--- config.mk ---
export PLATFORM = sky130hd
export DESIGN_NAME = pscl_top
export DESIGN_NICKNAME = d
export VERILOG_FILES = /design/src/common/pscl_pkg.sv /design/src/hw/pscl_sync.sv /design/src/hw/pscl_top.sv
export SDC_FILE = /design/constraint.sdc
export NUM_CORES = 1
export LEC_CHECK = 0
export CAP_MARGIN = 0
export CORE_MARGIN = 3
export CORE_UTILIZATION = 52
export CTS_CLUSTER_SIZE = 20
export DETAILED_ROUTE_END_ITERATION = 12
export DONT_BUFFER_PORTS = 1
export PLACE_DENSITY = 0.77
export SLEW_MARGIN = 30
export SYNTH_ARGS = -nofsm -noshare
export SYNTH_HDL_FRONTEND = slang
export SYNTH_SLANG_ARGS = --single-unit
--- constraint.sdc ---
create_clock -name ref_clk -period 3.9 [get_ports ref_clk]
set_clock_uncertainty 0.2 [all_clocks]
set_input_delay 0.39 -clock ref_clk [delete_from_list [all_inputs] [get_ports ref_clk]]
set_output_delay 0.39 -clock ref_clk [all_outputs]
set_load 0.005 [all_outputs]
--- src/common/pscl_pkg.sv ---
// Constants and types shared by the strap configuration latch
package pscl_pkg;

    // Shared strap pin positions in the pin vectors
    localparam int PIN_AD0  = 0;
    localparam int PIN_AD1  = 1;
    localparam int PIN_AD2  = 2;
    localparam int PIN_CFG0 = 3;
    localparam int PIN_CFG1 = 4;
    localparam int PIN_CFG2 = 5;
    localparam int PIN_ANEG = 6;
    localparam int PIN_EMF  = 7;
    localparam int PIN_NUM  = 8;

    // Synchroniser lanes: the pins, then the irq strap, then energy detect
    localparam int SY_IRQ = 8;
    localparam int SY_ED  = 9;
    localparam int SY_NUM = 10;

    // Register offsets (byte addresses)
    localparam logic [7:0] OFS_CTRL0  = 8'h00;
    localparam logic [7:0] OFS_STRAP  = 8'h04;
    localparam logic [7:0] OFS_POWER  = 8'h08;
    localparam logic [7:0] OFS_IRQCFG = 8'h0C;
    localparam logic [7:0] OFS_IRQST  = 8'h10;
    localparam logic [7:0] OFS_FILTER = 8'h14;

    // Control register 0 fields and reset value
    localparam int CTRL0_DUPLEX = 8;
    localparam int CTRL0_ANEG   = 12;
    localparam int CTRL0_SPEED  = 13;
    localparam logic [15:0] CTRL0_RST = 16'h2100;

    // Power control fields
    localparam int PWR_AUTO  = 0;
    localparam int PWR_SLEEP = 1;
    localparam int PWR_WAKE  = 2;

    // Interrupt configuration and status fields
    localparam int IRQ_POL_HIGH = 0;
    localparam int IRQ_MASK_SD  = 1;
    localparam int IRQ_MASK_SLP = 2;
    localparam int IST_SD       = 0;
    localparam int IST_SLP      = 1;

    // Filter control field
    localparam int FLT_DIS = 12;

    // Fixed upper management address bits
    localparam logic [1:0] ADDR_HI = 2'h0;

    // Mode strap codes
    typedef enum logic [2:0] {
        MODE_NORM_NOX = 3'b001,
        MODE_B2B_X    = 3'b101,
        MODE_NORM_X   = 3'b111
    } pscl_mode_t;

    // Capture sequencer states
    typedef enum logic [1:0] {
        ST_RESET = 2'b00,
        ST_CAPT  = 2'b01,
        ST_RUN   = 2'b10
    } pscl_state_t;

endpackage

--- src/hw/pscl_sync.sv ---
// Three-flop input synchroniser with agreement filter, one lane per bit
`timescale 1ns/1ps
module pscl_sync #(
    parameter int W = 1
) (
    // Clock
    input  wire logic         ref_clk,
    // Asynchronous inputs and their filtered values
    input  wire logic [W-1:0] async_in,
    output logic      [W-1:0] sync_out
);
    logic [W-1:0] s1_q;
    logic [W-1:0] s2_q;
    logic [W-1:0] s3_q;
    logic [W-1:0] val_q;

    // No reset here: the lanes must keep tracking the pins during reset
    // so the straps are settled when reset is released.
    genvar i;
    generate
        for (i = 0; i < W; i++) begin : g_lane
            always_ff @(posedge ref_clk) begin
                s1_q[i] <= async_in[i];
                s2_q[i] <= s1_q[i];
                s3_q[i] <= s2_q[i];
                if (s2_q[i] == s3_q[i]) begin
                    val_q[i] <= s3_q[i];
                end
            end
        end
    endgenerate

    assign sync_out = val_q;
endmodule

--- src/hw/pscl_top.sv ---
// Strap-in configuration latch, shared pin control and management regs
//
// The implementer's own choices: the address-and-strobe port and the register offsets.
`timescale 1ns/1ps
module pscl_top
    import pscl_pkg::*;
(
    // Clock and reset
    input  wire logic                   ref_clk,
    input  wire logic                   rstn,
    // Shared strap pins
    input  wire logic [pscl_pkg::PIN_NUM-1:0] pin_in,
    output logic      [pscl_pkg::PIN_NUM-1:0] pin_out,
    output logic      [pscl_pkg::PIN_NUM-1:0] pin_oe_n,
    // Interrupt pin, also the test strap
    input  wire logic                   irq_in,
    output logic                        irq_out,
    output logic                        irq_oe_n,
    // Signal detect
    input  wire logic                   energy_detect_in,
    output logic                        signal_detect_out,
    // Receive path from the line side
    input  wire logic [1:0]             core_rxd,
    input  wire logic                   core_rx_valid,
    input  wire logic                   core_rx_error,
    // Transmit path from the host
    input  wire logic                   tx_en_in,
    input  wire logic [1:0]             txd_in,
    output logic                        core_tx_valid,
    output logic      [1:0]             core_txd,
    // Configuration results
    output logic      [4:0]             mgmt_addr,
    output logic                        crossover_en,
    output logic                        back_to_back,
    output logic                        mode_reserved,
    output logic                        auto_negotiation_disable_strap_en,
    output logic                        speed_100,
    output logic                        full_duplex,
    output logic                        gate_chain_test,
    output logic                        emission_filter_en,
    output logic                        deep_standby,
    // Register port
    input  wire logic [7:0]             reg_addr,
    input  wire logic [31:0]            reg_wdata,
    input  wire logic                   reg_we,
    input  wire logic                   reg_re,
    output logic      [31:0]            reg_rdata
);
    import pscl_pkg::*;

    ////////////////////////////////////////////////////////////////////
    // Input synchronisation
    logic [SY_NUM-1:0] sy;

    pscl_sync #(.W(SY_NUM)) u_sync (
        .ref_clk  (ref_clk),
        .async_in ({energy_detect_in, irq_in, pin_in}),
        .sync_out (sy)
    );

    ////////////////////////////////////////////////////////////////////
    // Capture sequencer
    pscl_state_t st_q;
    pscl_state_t st_d;
    wire         capture = (st_q == ST_CAPT);
    wire         running = (st_q == ST_RUN);

    always_comb begin
        st_d = st_q;
        case (st_q)
            ST_RESET: st_d = ST_CAPT;
            ST_CAPT:  st_d = ST_RUN;
            default:  st_d = ST_RUN;
        endcase
    end

    always_ff @(posedge ref_clk) begin
        if (!rstn) begin
            st_q <= ST_RESET;
        end else begin
            st_q <= st_d;
        end
    end

    ////////////////////////////////////////////////////////////////////
    // Strap capture
    logic [2:0] addr_q;
    logic [2:0] mode_q;
    logic       aneg_strap_q;
    logic       test_strap_q;
    logic       emf_strap_q;

    always_ff @(posedge ref_clk) begin
        if (!rstn) begin
            addr_q       <= 3'h1;
            mode_q       <= 3'h7;
            aneg_strap_q <= 1'b1;
            test_strap_q <= 1'b1;
            emf_strap_q  <= 1'b0;
        end else if (capture) begin
            addr_q       <= {sy[PIN_AD2], sy[PIN_AD1], sy[PIN_AD0]};
            mode_q       <= {sy[PIN_CFG2], sy[PIN_CFG1], sy[PIN_CFG0]};
            aneg_strap_q <= sy[PIN_ANEG];
            test_strap_q <= sy[SY_IRQ];
            emf_strap_q  <= sy[PIN_EMF];
        end
    end

    assign mgmt_addr = {ADDR_HI, addr_q};

    // reserved codes only flagged, never trusted
    wire mode_nox = (mode_q == MODE_NORM_NOX);
    wire mode_b2b = (mode_q == MODE_B2B_X);
    wire mode_nx  = (mode_q == MODE_NORM_X);
    assign crossover_en  = mode_b2b | mode_nx;
    assign back_to_back  = mode_b2b;
    assign mode_reserved = ~(mode_nox | mode_b2b | mode_nx);

    assign gate_chain_test = ~test_strap_q;

    ////////////////////////////////////////////////////////////////////
    // Register decode
    wire wr_ctrl0  = reg_we & (reg_addr == OFS_CTRL0);
    wire wr_power  = reg_we & (reg_addr == OFS_POWER);
    wire wr_irqcfg = reg_we & (reg_addr == OFS_IRQCFG);
    wire wr_filter = reg_we & (reg_addr == OFS_FILTER);
    wire rd_irqst  = reg_re & (reg_addr == OFS_IRQST);

    ////////////////////////////////////////////////////////////////////
    // Control register 0
    logic [15:0] ctrl0_q;

    // strap loaded into bit 12, then writable
    always_ff @(posedge ref_clk) begin
        if (!rstn) begin
            ctrl0_q <= CTRL0_RST;
        end else if (capture) begin
            ctrl0_q[CTRL0_ANEG] <= ~sy[PIN_ANEG];
        end else if (wr_ctrl0) begin
            ctrl0_q <= reg_wdata[15:0];
        end
    end

    assign auto_negotiation_disable_strap_en  = ctrl0_q[CTRL0_ANEG];
    assign speed_100   = ctrl0_q[CTRL0_SPEED];
    assign full_duplex = ctrl0_q[CTRL0_DUPLEX];

    ////////////////////////////////////////////////////////////////////
    // Emission filter: software may only turn it off
    logic flt_en_q;

    always_ff @(posedge ref_clk) begin
        if (!rstn) begin
            flt_en_q <= 1'b1;
        end else if (capture) begin
            flt_en_q <= ~sy[PIN_EMF];
        end else if (wr_filter && reg_wdata[FLT_DIS]) begin
            flt_en_q <= 1'b0;
        end
    end

    assign emission_filter_en = flt_en_q;

    ////////////////////////////////////////////////////////////////////
    // Signal detect and deep standby
    logic sd_q;
    logic auto_slp_q;
    logic slp_q;

    assign signal_detect_out = sd_q;

    wire sd_fall = sd_q & ~sy[SY_ED];
    wire sd_chg  = sd_q ^ sy[SY_ED];

    wire slp_set = (auto_slp_q & sd_fall)
                 | (wr_power & reg_wdata[PWR_SLEEP]);
    wire slp_clr = wr_power & reg_wdata[PWR_WAKE];

    always_ff @(posedge ref_clk) begin
        if (!rstn) begin
            sd_q       <= 1'b0;
            auto_slp_q <= 1'b0;
            slp_q      <= 1'b0;
        end else begin
            sd_q <= running ? sy[SY_ED] : 1'b0;
            if (wr_power) begin
                auto_slp_q <= reg_wdata[PWR_AUTO];
            end
            // Entry wins over a wake request in the same cycle
            if (running && slp_set) begin
                slp_q <= 1'b1;
            end else if (slp_clr) begin
                slp_q <= 1'b0;
            end
        end
    end

    assign deep_standby = slp_q;

    ////////////////////////////////////////////////////////////////////
    // Status change interrupt
    logic [2:0] irqcfg_q;
    logic [1:0] ist_q;
    logic       irq_q;

    wire [1:0] ev = {running & slp_set & ~slp_q, running & sd_chg};

    // sticky events, cleared by reading, set wins
    always_ff @(posedge ref_clk) begin
        if (!rstn) begin
            irqcfg_q <= 3'h0;
            ist_q    <= 2'h0;
            irq_q    <= 1'b0;
        end else begin
            if (wr_irqcfg) begin
                irqcfg_q <= reg_wdata[2:0];
            end
            ist_q <= ev | (rd_irqst ? 2'h0 : ist_q);
            irq_q <= (ist_q[IST_SD] & irqcfg_q[IRQ_MASK_SD])
                   | (ist_q[IST_SLP] & irqcfg_q[IRQ_MASK_SLP]);
        end
    end

    // active-low default is open-drain like, high drives both ways
    // released while reset or capture is under way
    always_comb begin
        irq_out  = 1'b0;
        irq_oe_n = 1'b1;
        if (running) begin
            if (irqcfg_q[IRQ_POL_HIGH]) begin
                irq_out  = irq_q;
                irq_oe_n = 1'b0;
            end else begin
                irq_oe_n = ~irq_q;
            end
        end
    end

    ////////////////////////////////////////////////////////////////////
    // Receive and transmit paths
    logic [1:0] rxd_q;
    logic       rxdv_q;
    logic       receive_error_out_q;
    logic       txv_q;
    logic [1:0] txd_q;

    // registered, data only qualified by valid
    // host data taken only under transmit enable
    always_ff @(posedge ref_clk) begin
        if (!rstn) begin
            rxd_q  <= 2'h0;
            rxdv_q <= 1'b0;
            receive_error_out_q <= 1'b0;
            txv_q  <= 1'b0;
            txd_q  <= 2'h0;
        end else begin
            rxdv_q <= core_rx_valid & running;
            rxd_q  <= (core_rx_valid & running) ? core_rxd : 2'h0;
            receive_error_out_q <= core_rx_error & running;
            txv_q  <= tx_en_in & running;
            txd_q  <= (tx_en_in & running) ? txd_in : 2'h0;
        end
    end

    assign core_tx_valid = txv_q;
    assign core_txd      = txd_q;

    ////////////////////////////////////////////////////////////////////
    // Shared pin drive
    // inputs with pulls during reset and the capture cycle, outputs afterwards
    // relies on the host keeping these lines free until release
    always_comb begin
        pin_out           = '0;
        pin_oe_n          = {PIN_NUM{~running}};
        pin_out[PIN_AD2]  = rxd_q[1];
        pin_out[PIN_ANEG] = rxd_q[0];
        pin_out[PIN_CFG2] = rxdv_q;
        pin_out[PIN_EMF]  = receive_error_out_q;
    end

    ////////////////////////////////////////////////////////////////////
    // Register read, data in the cycle after the strobe
    wire [31:0] strap_word = {16'h0, mode_reserved, emf_strap_q,
                              test_strap_q, aneg_strap_q, 1'b0,
                              mode_q, 3'h0, mgmt_addr};
    wire [31:0] rd_mux =
        (reg_addr == OFS_CTRL0)  ? {16'h0, ctrl0_q} :
        (reg_addr == OFS_STRAP)  ? strap_word :
        (reg_addr == OFS_POWER)  ? {29'h0, 1'b0, slp_q, auto_slp_q} :
        (reg_addr == OFS_IRQCFG) ? {29'h0, irqcfg_q} :
        (reg_addr == OFS_IRQST)  ? {30'h0, ist_q} :
        (reg_addr == OFS_FILTER) ? {19'h0, ~flt_en_q, 12'h0} :
                                   32'h0;

    // every control and status register readable
    always_ff @(posedge ref_clk) begin
        if (!rstn) begin
            reg_rdata <= 32'h0;
        end else begin
            reg_rdata <= reg_re ? rd_mux : 32'h0;
        end
    end
endmodule

==> results of run 1 <==
registers in the layout, indices dropped and copies added, names as in the netlist:
signal	flops
core_tx_valid	1
ist_q	2
mode_q	3
u_sync.s1_q	10
st_q	2
emf_strap_q	1
aneg_strap_q	1
core_txd	2
rxdv_q	1
emission_filter_en	1
reg_rdata	16
u_sync.s3_q	10
addr_q	3
receive_error_out_q	1
irq_q	1
auto_slp_q	1
ctrl0_q	16
irqcfg_q	3
u_sync.s2_q	10
signal_detect_out	1
test_strap_q	1
rxd_q	2
u_sync.sync_out	10
deep_standby	1
metrics by stage:
stage / power (uW) / setup slack (ps)
floorplan: 1220 / 2200
global placement: 1210 / 1790
detailed placement: 1210 / 1740
CTS: 1860 / 1720
global route: 1920 / 1610
finish: 1840 / 1790
where the power goes:
group,leakage (uW),switching [uW],internal (uW),total [uW]
logic,0.000602,64.6,48.9,114
registers,0.000837,25.3,1080,1110
clock network,0.0000991,330,290,620
total,0.00154,420,1420,1840
routing by layer:
metal  GRT usage (%)  vias up  wire length [um]
met5               0        -                 0
met4            8.52        0               131
met3            3.50       13               597
met2            27.0      111              3160
met1            22.4     1110              2830
li1                -     1147                 -
how the worst max path moves through the flow:
stage / startpoint / endpoint / slack, ps
final: st_q[1] / pin_oe_n[1] / 1790
after global placement: st_q[0] / ctrl0_q[11] / 1790
after floorplan: reg_addr[7] / deep_standby / 2200
after detailed placement: st_q[0] / ctrl0_q[4] / 1740
after global routing: st_q[1] / pin_oe_n[1] / 1610
after CTS: st_q[0] / ctrl0_q[4] / 1720
cell usage after synthesis:
cell type	n	share of area (%)
and3_1	7	1.2
buf_4	31	6.5
mux2_2	1	0.31
nor4b_1	1	0.24
a31oi_1	2	0.35
o211ai_1	6	1.3
nand3_1	26	3.6
o2bb2ai_1	1	0.24
nor4_4	2	1.2
o21ai_1	1	0.14
nor3b_1	2	0.42
nand2b_1	1	0.18
buf_2	1	0.14
a221o_1	1	0.28
conb_1	1	0.10
a22oi_1	2	0.42
nor3_2	2	0.56
nor2_4	1	0.31
o21ai_0	18	2.5
ha_1	1	0.35
mux2i_1	3	0.84
a21o_1	1	0.21
and4_1	1	0.24
and2_1	12	2.1
a41oi_1	1	0.24
buf_1	1	0.10
a22o_1	6	1.5
nor4_1	1	0.18
edfxtp_1	10	8.4
a21oi_1	20	2.8
clkbuf_1	8	0.84
o21a_1	2	0.42
nor2_1	12	1.3
buf_6	4	1.3
and3b_1	2	0.49
nor2b_1	3	0.52
nand4_1	1	0.18
nor3_1	1	0.14
nand2_1	24	2.5
a32o_1	4	1.1
inv_1	11	1.2
dfxtp_1	90	50
nand3_2	1	0.28
xnor2_1	10	2.4
layout make-up:
type / instances / area [um^2]
clock buffers: 13 / 170
clock inverters: 3 / 20.0
fillers: 533 / 2550
inverters: 11 / 41.3
multi-input cells: 202 / 1200
flip-flops and latches: 100 / 2100
well taps: 77 / 96.3
repair buffers: 32 / 320
logic make-up (layout without fill, tap and decap cells):
| logic type | Yosys count | after routing |
|---|---|---|
| flops | 100 | 100 |
| simple gates | 100 | 100 |
| compound gates | 65 | 65 |
| buf+inv | 56 | 59 |
| xor+xnor | 10 | 10 |
| mux | 4 | 4 |
| fa+ha+maj | 1 | 1 |
| other cells | 1 | 22 |
critical path, cell delays in order, from the launching register on:
cell	delay [ps]
dfxtp_1	380
nor2b_1	460
inv_1	340
==> metrics, run 1 <==
worst r2r src=st_q[0]; Core Util, Final=60.8%; die height=88.9 um; Num CTS Buffers=9; Setup TNS Final=0 ps; Leakage=0.00154 uW; I/O pin total=129; final setup fails=0; Core ar.=6490 um^2; layout cells sized above 1=6.09%; CP Capture Type=output pin; postcts setup bufs=0; H-tree depth=3; reg2reg path depth=4; Worst R2R End=ctrl0_q[4]; area grow syn2layout=10.4%; reg2reg setup slack=1910 ps; fin crit share=54.2%; placed cells=390; Pre-Repair DR Iteration Count=4; Mean Syn Cell Area=10.6 um^2; crit path kind=reg -> out; Cell Count, Final, Fillers Out=438; Slew Viols, Final=0; post-synthesis compound-gate area fraction=11.5%; Max-Slew Margin vs Limit=45.4%; Final Hold Vio Count=0; RePlAce Congestion=0.849; RSZ-0062 raised after global routing=false; worst hold path type=in -> reg; Power Dens Cells=466 nW/um^2; worst hold margin=19.1 ps; maximum root-to-sink buffer count=2; peak supply drop=0.000341 V; top fanout value on the critical path=9; grt ovf=0; drt wl/cell=15.3 um; Seq cells post-synth=100; first-pass GRT wire length=10.3 mm; initial DRC count=133; placed instance area=3430 um^2; clk_lat worst skew=350 ps; largest net degree at the start of global routing=25; Fmax=473 MHz; initial cell density of the core=55.1%; Final nets=418; most frequent cells in the layout=dfxtp_1, dlygate4sd3_1, nand3_1, nand2_1, conb_1; initial antenna violation count=0; YS warnings=0; GRT Resource Usage Total=17.1%; post-synthesis mux area share=1.15%; status=complete, no violations; hold_sp=reg_wdata[1]; Hold Crit Depth=2; CP arrival=1520 ps; post-synthesis sequential area ratio=58.8%; cts hold-fix bufs=32; MaxCap Viol Count=0; most common cell after layout, fill and taps aside=dfxtp_1; Mapped Area=3580 um^2; XOR/XNOR Fraction of Synth Area=2.45%; ant diodes=0; Worst Hold End=irqcfg_q[1]; CTS root buffer=clkbuf_8; final instance area=3950 um^2; die width=88.9 um; Worst-Margin Slew=818 ps; Post-Synth Simple-Gate Area=15.7%; clk sink count=100; Routed Antenna Nets=0; number of global-route vias before repair=2151; CTS tree=done; DIE AREA=7910 um^2; CTS resizes=0; DRT Wirelength=6.72 mm; Final HPWL DP=4.42 mm; row cnt=29; clock slew at reported path FFs=90 ps; CP required=3310 ps; Synth Instances=337; Vias=2381; Port-buffer cells=0; Yosys cell types=44; DRC=0; Synth Area in Adders=0.350%; Final min period=2110 ps; Via density=5.44; largest family of logic cells by synthesized area=simple AND/OR/NAND/NOR gates; critical path launch point type=flop
No activity file was read; power rests on OpenSTA's default activity.
==> inputs of run 2 (changes only) <==
Clock period 3.9 ns to 2.1 ns, I/O delays scaled along.
==> run 2 against run 1 <==
Effect of this change:
- worst setup slack lost 1800 ps
- sequential power grew 85%
- largest cell class unchanged
- cell count grew 7.1%
- critical path depth grew 4
- clock power grew 92%
- clock-buffer cell count shrank 3
- non-clock buffer count grew 30
- flip-flop and latch count is the same
- register-to-register slack lost 1700 ps
- routed wire length grew 8.6%
- via count grew 4.1%
- sequential share of layout area shrank 3.7 points
==> metrics, run 2 (synthesized netlist as in run 1, its figures left out) <==
clock slew at reported path FFs=90 ps (about the same); row cnt=29 (unchanged); Port-buffer cells=0 (unchanged); final instance area=4240 um^2 (+7.4%); fin crit share=99.5%; Worst R2R End=core_txd[0]; H-tree depth=3 (unchanged); I/O pin total=129 (unchanged); status=complete, no violations; worst hold path type=in -> reg; initial cell density of the core=55.1% (unchanged); most frequent cells in the layout=dfxtp_1, dlygate4sd3_1, nand3_1, nand2_1, conb_1; CTS tree=done; DIE AREA=7910 um^2 (unchanged); number of global-route vias before repair=2260 (+5.1%); Final nets=448 (+7.2%); worst hold margin=28.8 ps (+9.69 ps); Largest regs=ctrl0_q x16, reg_rdata x16; initial antenna violation count=0 (unchanged); CP required=2150 ps (-1160 ps); reg2reg setup slack=230 ps (-1680 ps); Pre-Repair DR Iteration Count=4 (unchanged); Final min period=2090 ps; critical path launch point type=primary input; DRT Wirelength=7.30 mm (+8.6%); pre-CTS setup slack=380 ps (-1360 ps); Fill cells=493 (-7.5%); CTS root buffer=clkbuf_8; crit-path cells=dlygate4sd3_1 > nor4_4 > nand2_1 > dlygate4sd3_1 > a21oi_1 > o2bb2ai_1; Via density=5.28 (-2.8%); most common cell after layout, fill and taps aside=dfxtp_1; clk sink count=100 (unchanged); placed instance area=3490 um^2 (+1.7%); GRT Resource Usage Total=18.3% (+1.2 points); DRC=0 (unchanged); die height=88.9 um (unchanged); delay-heaviest family, CP=buffers and inverters; CP Capture Type=flop; Power Dens Cells=826 nW/um^2 (+77%); CP arrival=2140 ps (+620 ps); crit path from=reg_addr[4]; Fmax=478 MHz; Final WS setup=10.0 ps (-1780 ps); first-pass GRT wire length=10.9 mm (+6.1%); crit path capture=reg_rdata[0]; area grow syn2layout=18.6%; Slowest-stage cell, CP=dlygate4sd3_1; Cell Count, Final, Fillers Out=469 (+7.1%); maximum root-to-sink buffer count=2 (unchanged); reg2reg path depth=4 (unchanged); layout cells sized above 1=8.70% (+2.6 points); MaxCap Viol Count=0 (unchanged); initial DRC count=133 (unchanged); Vias=2478 (+4.1%); clk_lat worst skew=350 ps (about the same); largest net degree at the start of global routing=18 (-28%); Final HPWL DP=4.53 mm (+2.3%); RePlAce Congestion=0.858 (+1.0%); placed cells=398 (+2.1%); Max-Slew Margin vs Limit=51.1% (+5.7 points); CP most frequent cell=dlygate4sd3_1; drt wl/cell=15.6 um (+1.4%); overall power=3500 uW (+91%); Worst-Margin Slew=724 ps (-93.9 ps); Crit path depth=6 (+4); final setup fails=0 (unchanged); die width=88.9 um (unchanged); worst r2r src=st_q[1]; Worst path max stage delay=590 ps (+130 ps); Core ar.=6490 um^2 (unchanged); grt ovf=0 (unchanged); Slew Viols, Final=0 (unchanged); Leakage=0.00169 uW (+10%); Routed Antenna Nets=0 (unchanged); top fanout value on the critical path=6 (-3); Num CTS Buffers=9 (unchanged); Worst Path Buf+Inv=2 (+1); Final Hold Vio Count=0 (unchanged); crit path kind=in -> reg; peak supply drop=0.000618 V (+81%)
## run 2: cell count changes in the layout (fill, tap and decap cells not counted), sizes merged
| cell | delta |
|---|---|
| dlymetal6s4s | +1 |
| bufinv | +1 |
| clkinv | +2 |
| clkinvlp | +1 |
| buf | +11 |
| inv | -1 |
| clkbuf | -3 |
| dlygate4sd3 | +18 |
| diode | +1 |
## run 2: layer usage
layer | vias to the layer above | part of all wire, % | global-route usage (%)
met1 | 1149 | 42 | 21.9
li1 | 1207 | - | -
met3 | 9 | 7.0 | 4.70
met4 | 0 | 1.1 | 7.83
met2 | 113 | 50 | 31.2
met5 | - | 0 | 0
## run 2: worst min-delay path: cells and delay by family
kind,cells,cell delay [ps]
AND/OR/NAND/NOR,1,100
AO/OA/AOI/OAI,2,210
## run 2: final cells by class
| type | instances | area (um^2) | share of cell area [%] |
|---|---|---|---|
| Multi-Input combinational cell | 202 | 1200 | 28.4 |
| Antenna cell | 1 | 2.50 | 0.0590 |
| Sequential cell | 100 | 2100 | 49.6 |
| Timing Repair Buffer | 62 | 603 | 14.2 |
| Tap cell | 77 | 96.3 | 2.27 |
| Clock buffer | 10 | 128 | 3.01 |
| Clock inverter | 6 | 65.1 | 1.53 |
| Inverter | 11 | 41.3 | 0.973 |
## run 2: where the power goes
part           switching, uW  internal [uW]  total [uW]
Sequential              48.1           2010        2050
Clock                    634            551        1190
Combinational            138            125         263
Total                    821           2680        3500
## run 2: what timing repair did
item / CTS / global route
hold buffers: 51 / 0
gates resized for setup: 0 / 5
setup endpoints to repair: 0 / 7
setup buffers: 0 / 3
hold endpoints to repair: 51 / 0
## run 2: how the worst min path moves through the flow
| stage | startpoint | to | slack (ps) | depth (start not counted) |
|---|---|---|---|---|
| after floorplan | pin_in[0] | u_sync.s1_q[0] | 40 | 0 |
| after global placement | pin_in[1] | u_sync.s1_q[1] | 40 | 0 |
| after detailed placement | energy_detect_in | u_sync.s1_q[9] | 40 | 0 |
| after CTS | reg_addr[6] | emission_filter_en | 10 | 4 |
| after global routing | reg_re | ist_q[0] | 20 | 3 |
| final | reg_re | ist_q[0] | 30 | 3 |
## run 2: through the flow
| stage | utilization, % | setup TNS, ps |
|---|---|---|
| 2_1_floorplan | - | 0 |
| 3_3_place_gp | 53.8 | 0 |
| 3_5_place_dp | 53.8 | 0 |
| 4_1_cts | 64.6 | 0 |
| 5_1_grt | 65.3 | -124 |
| 6_report | 65.3 | 0 |
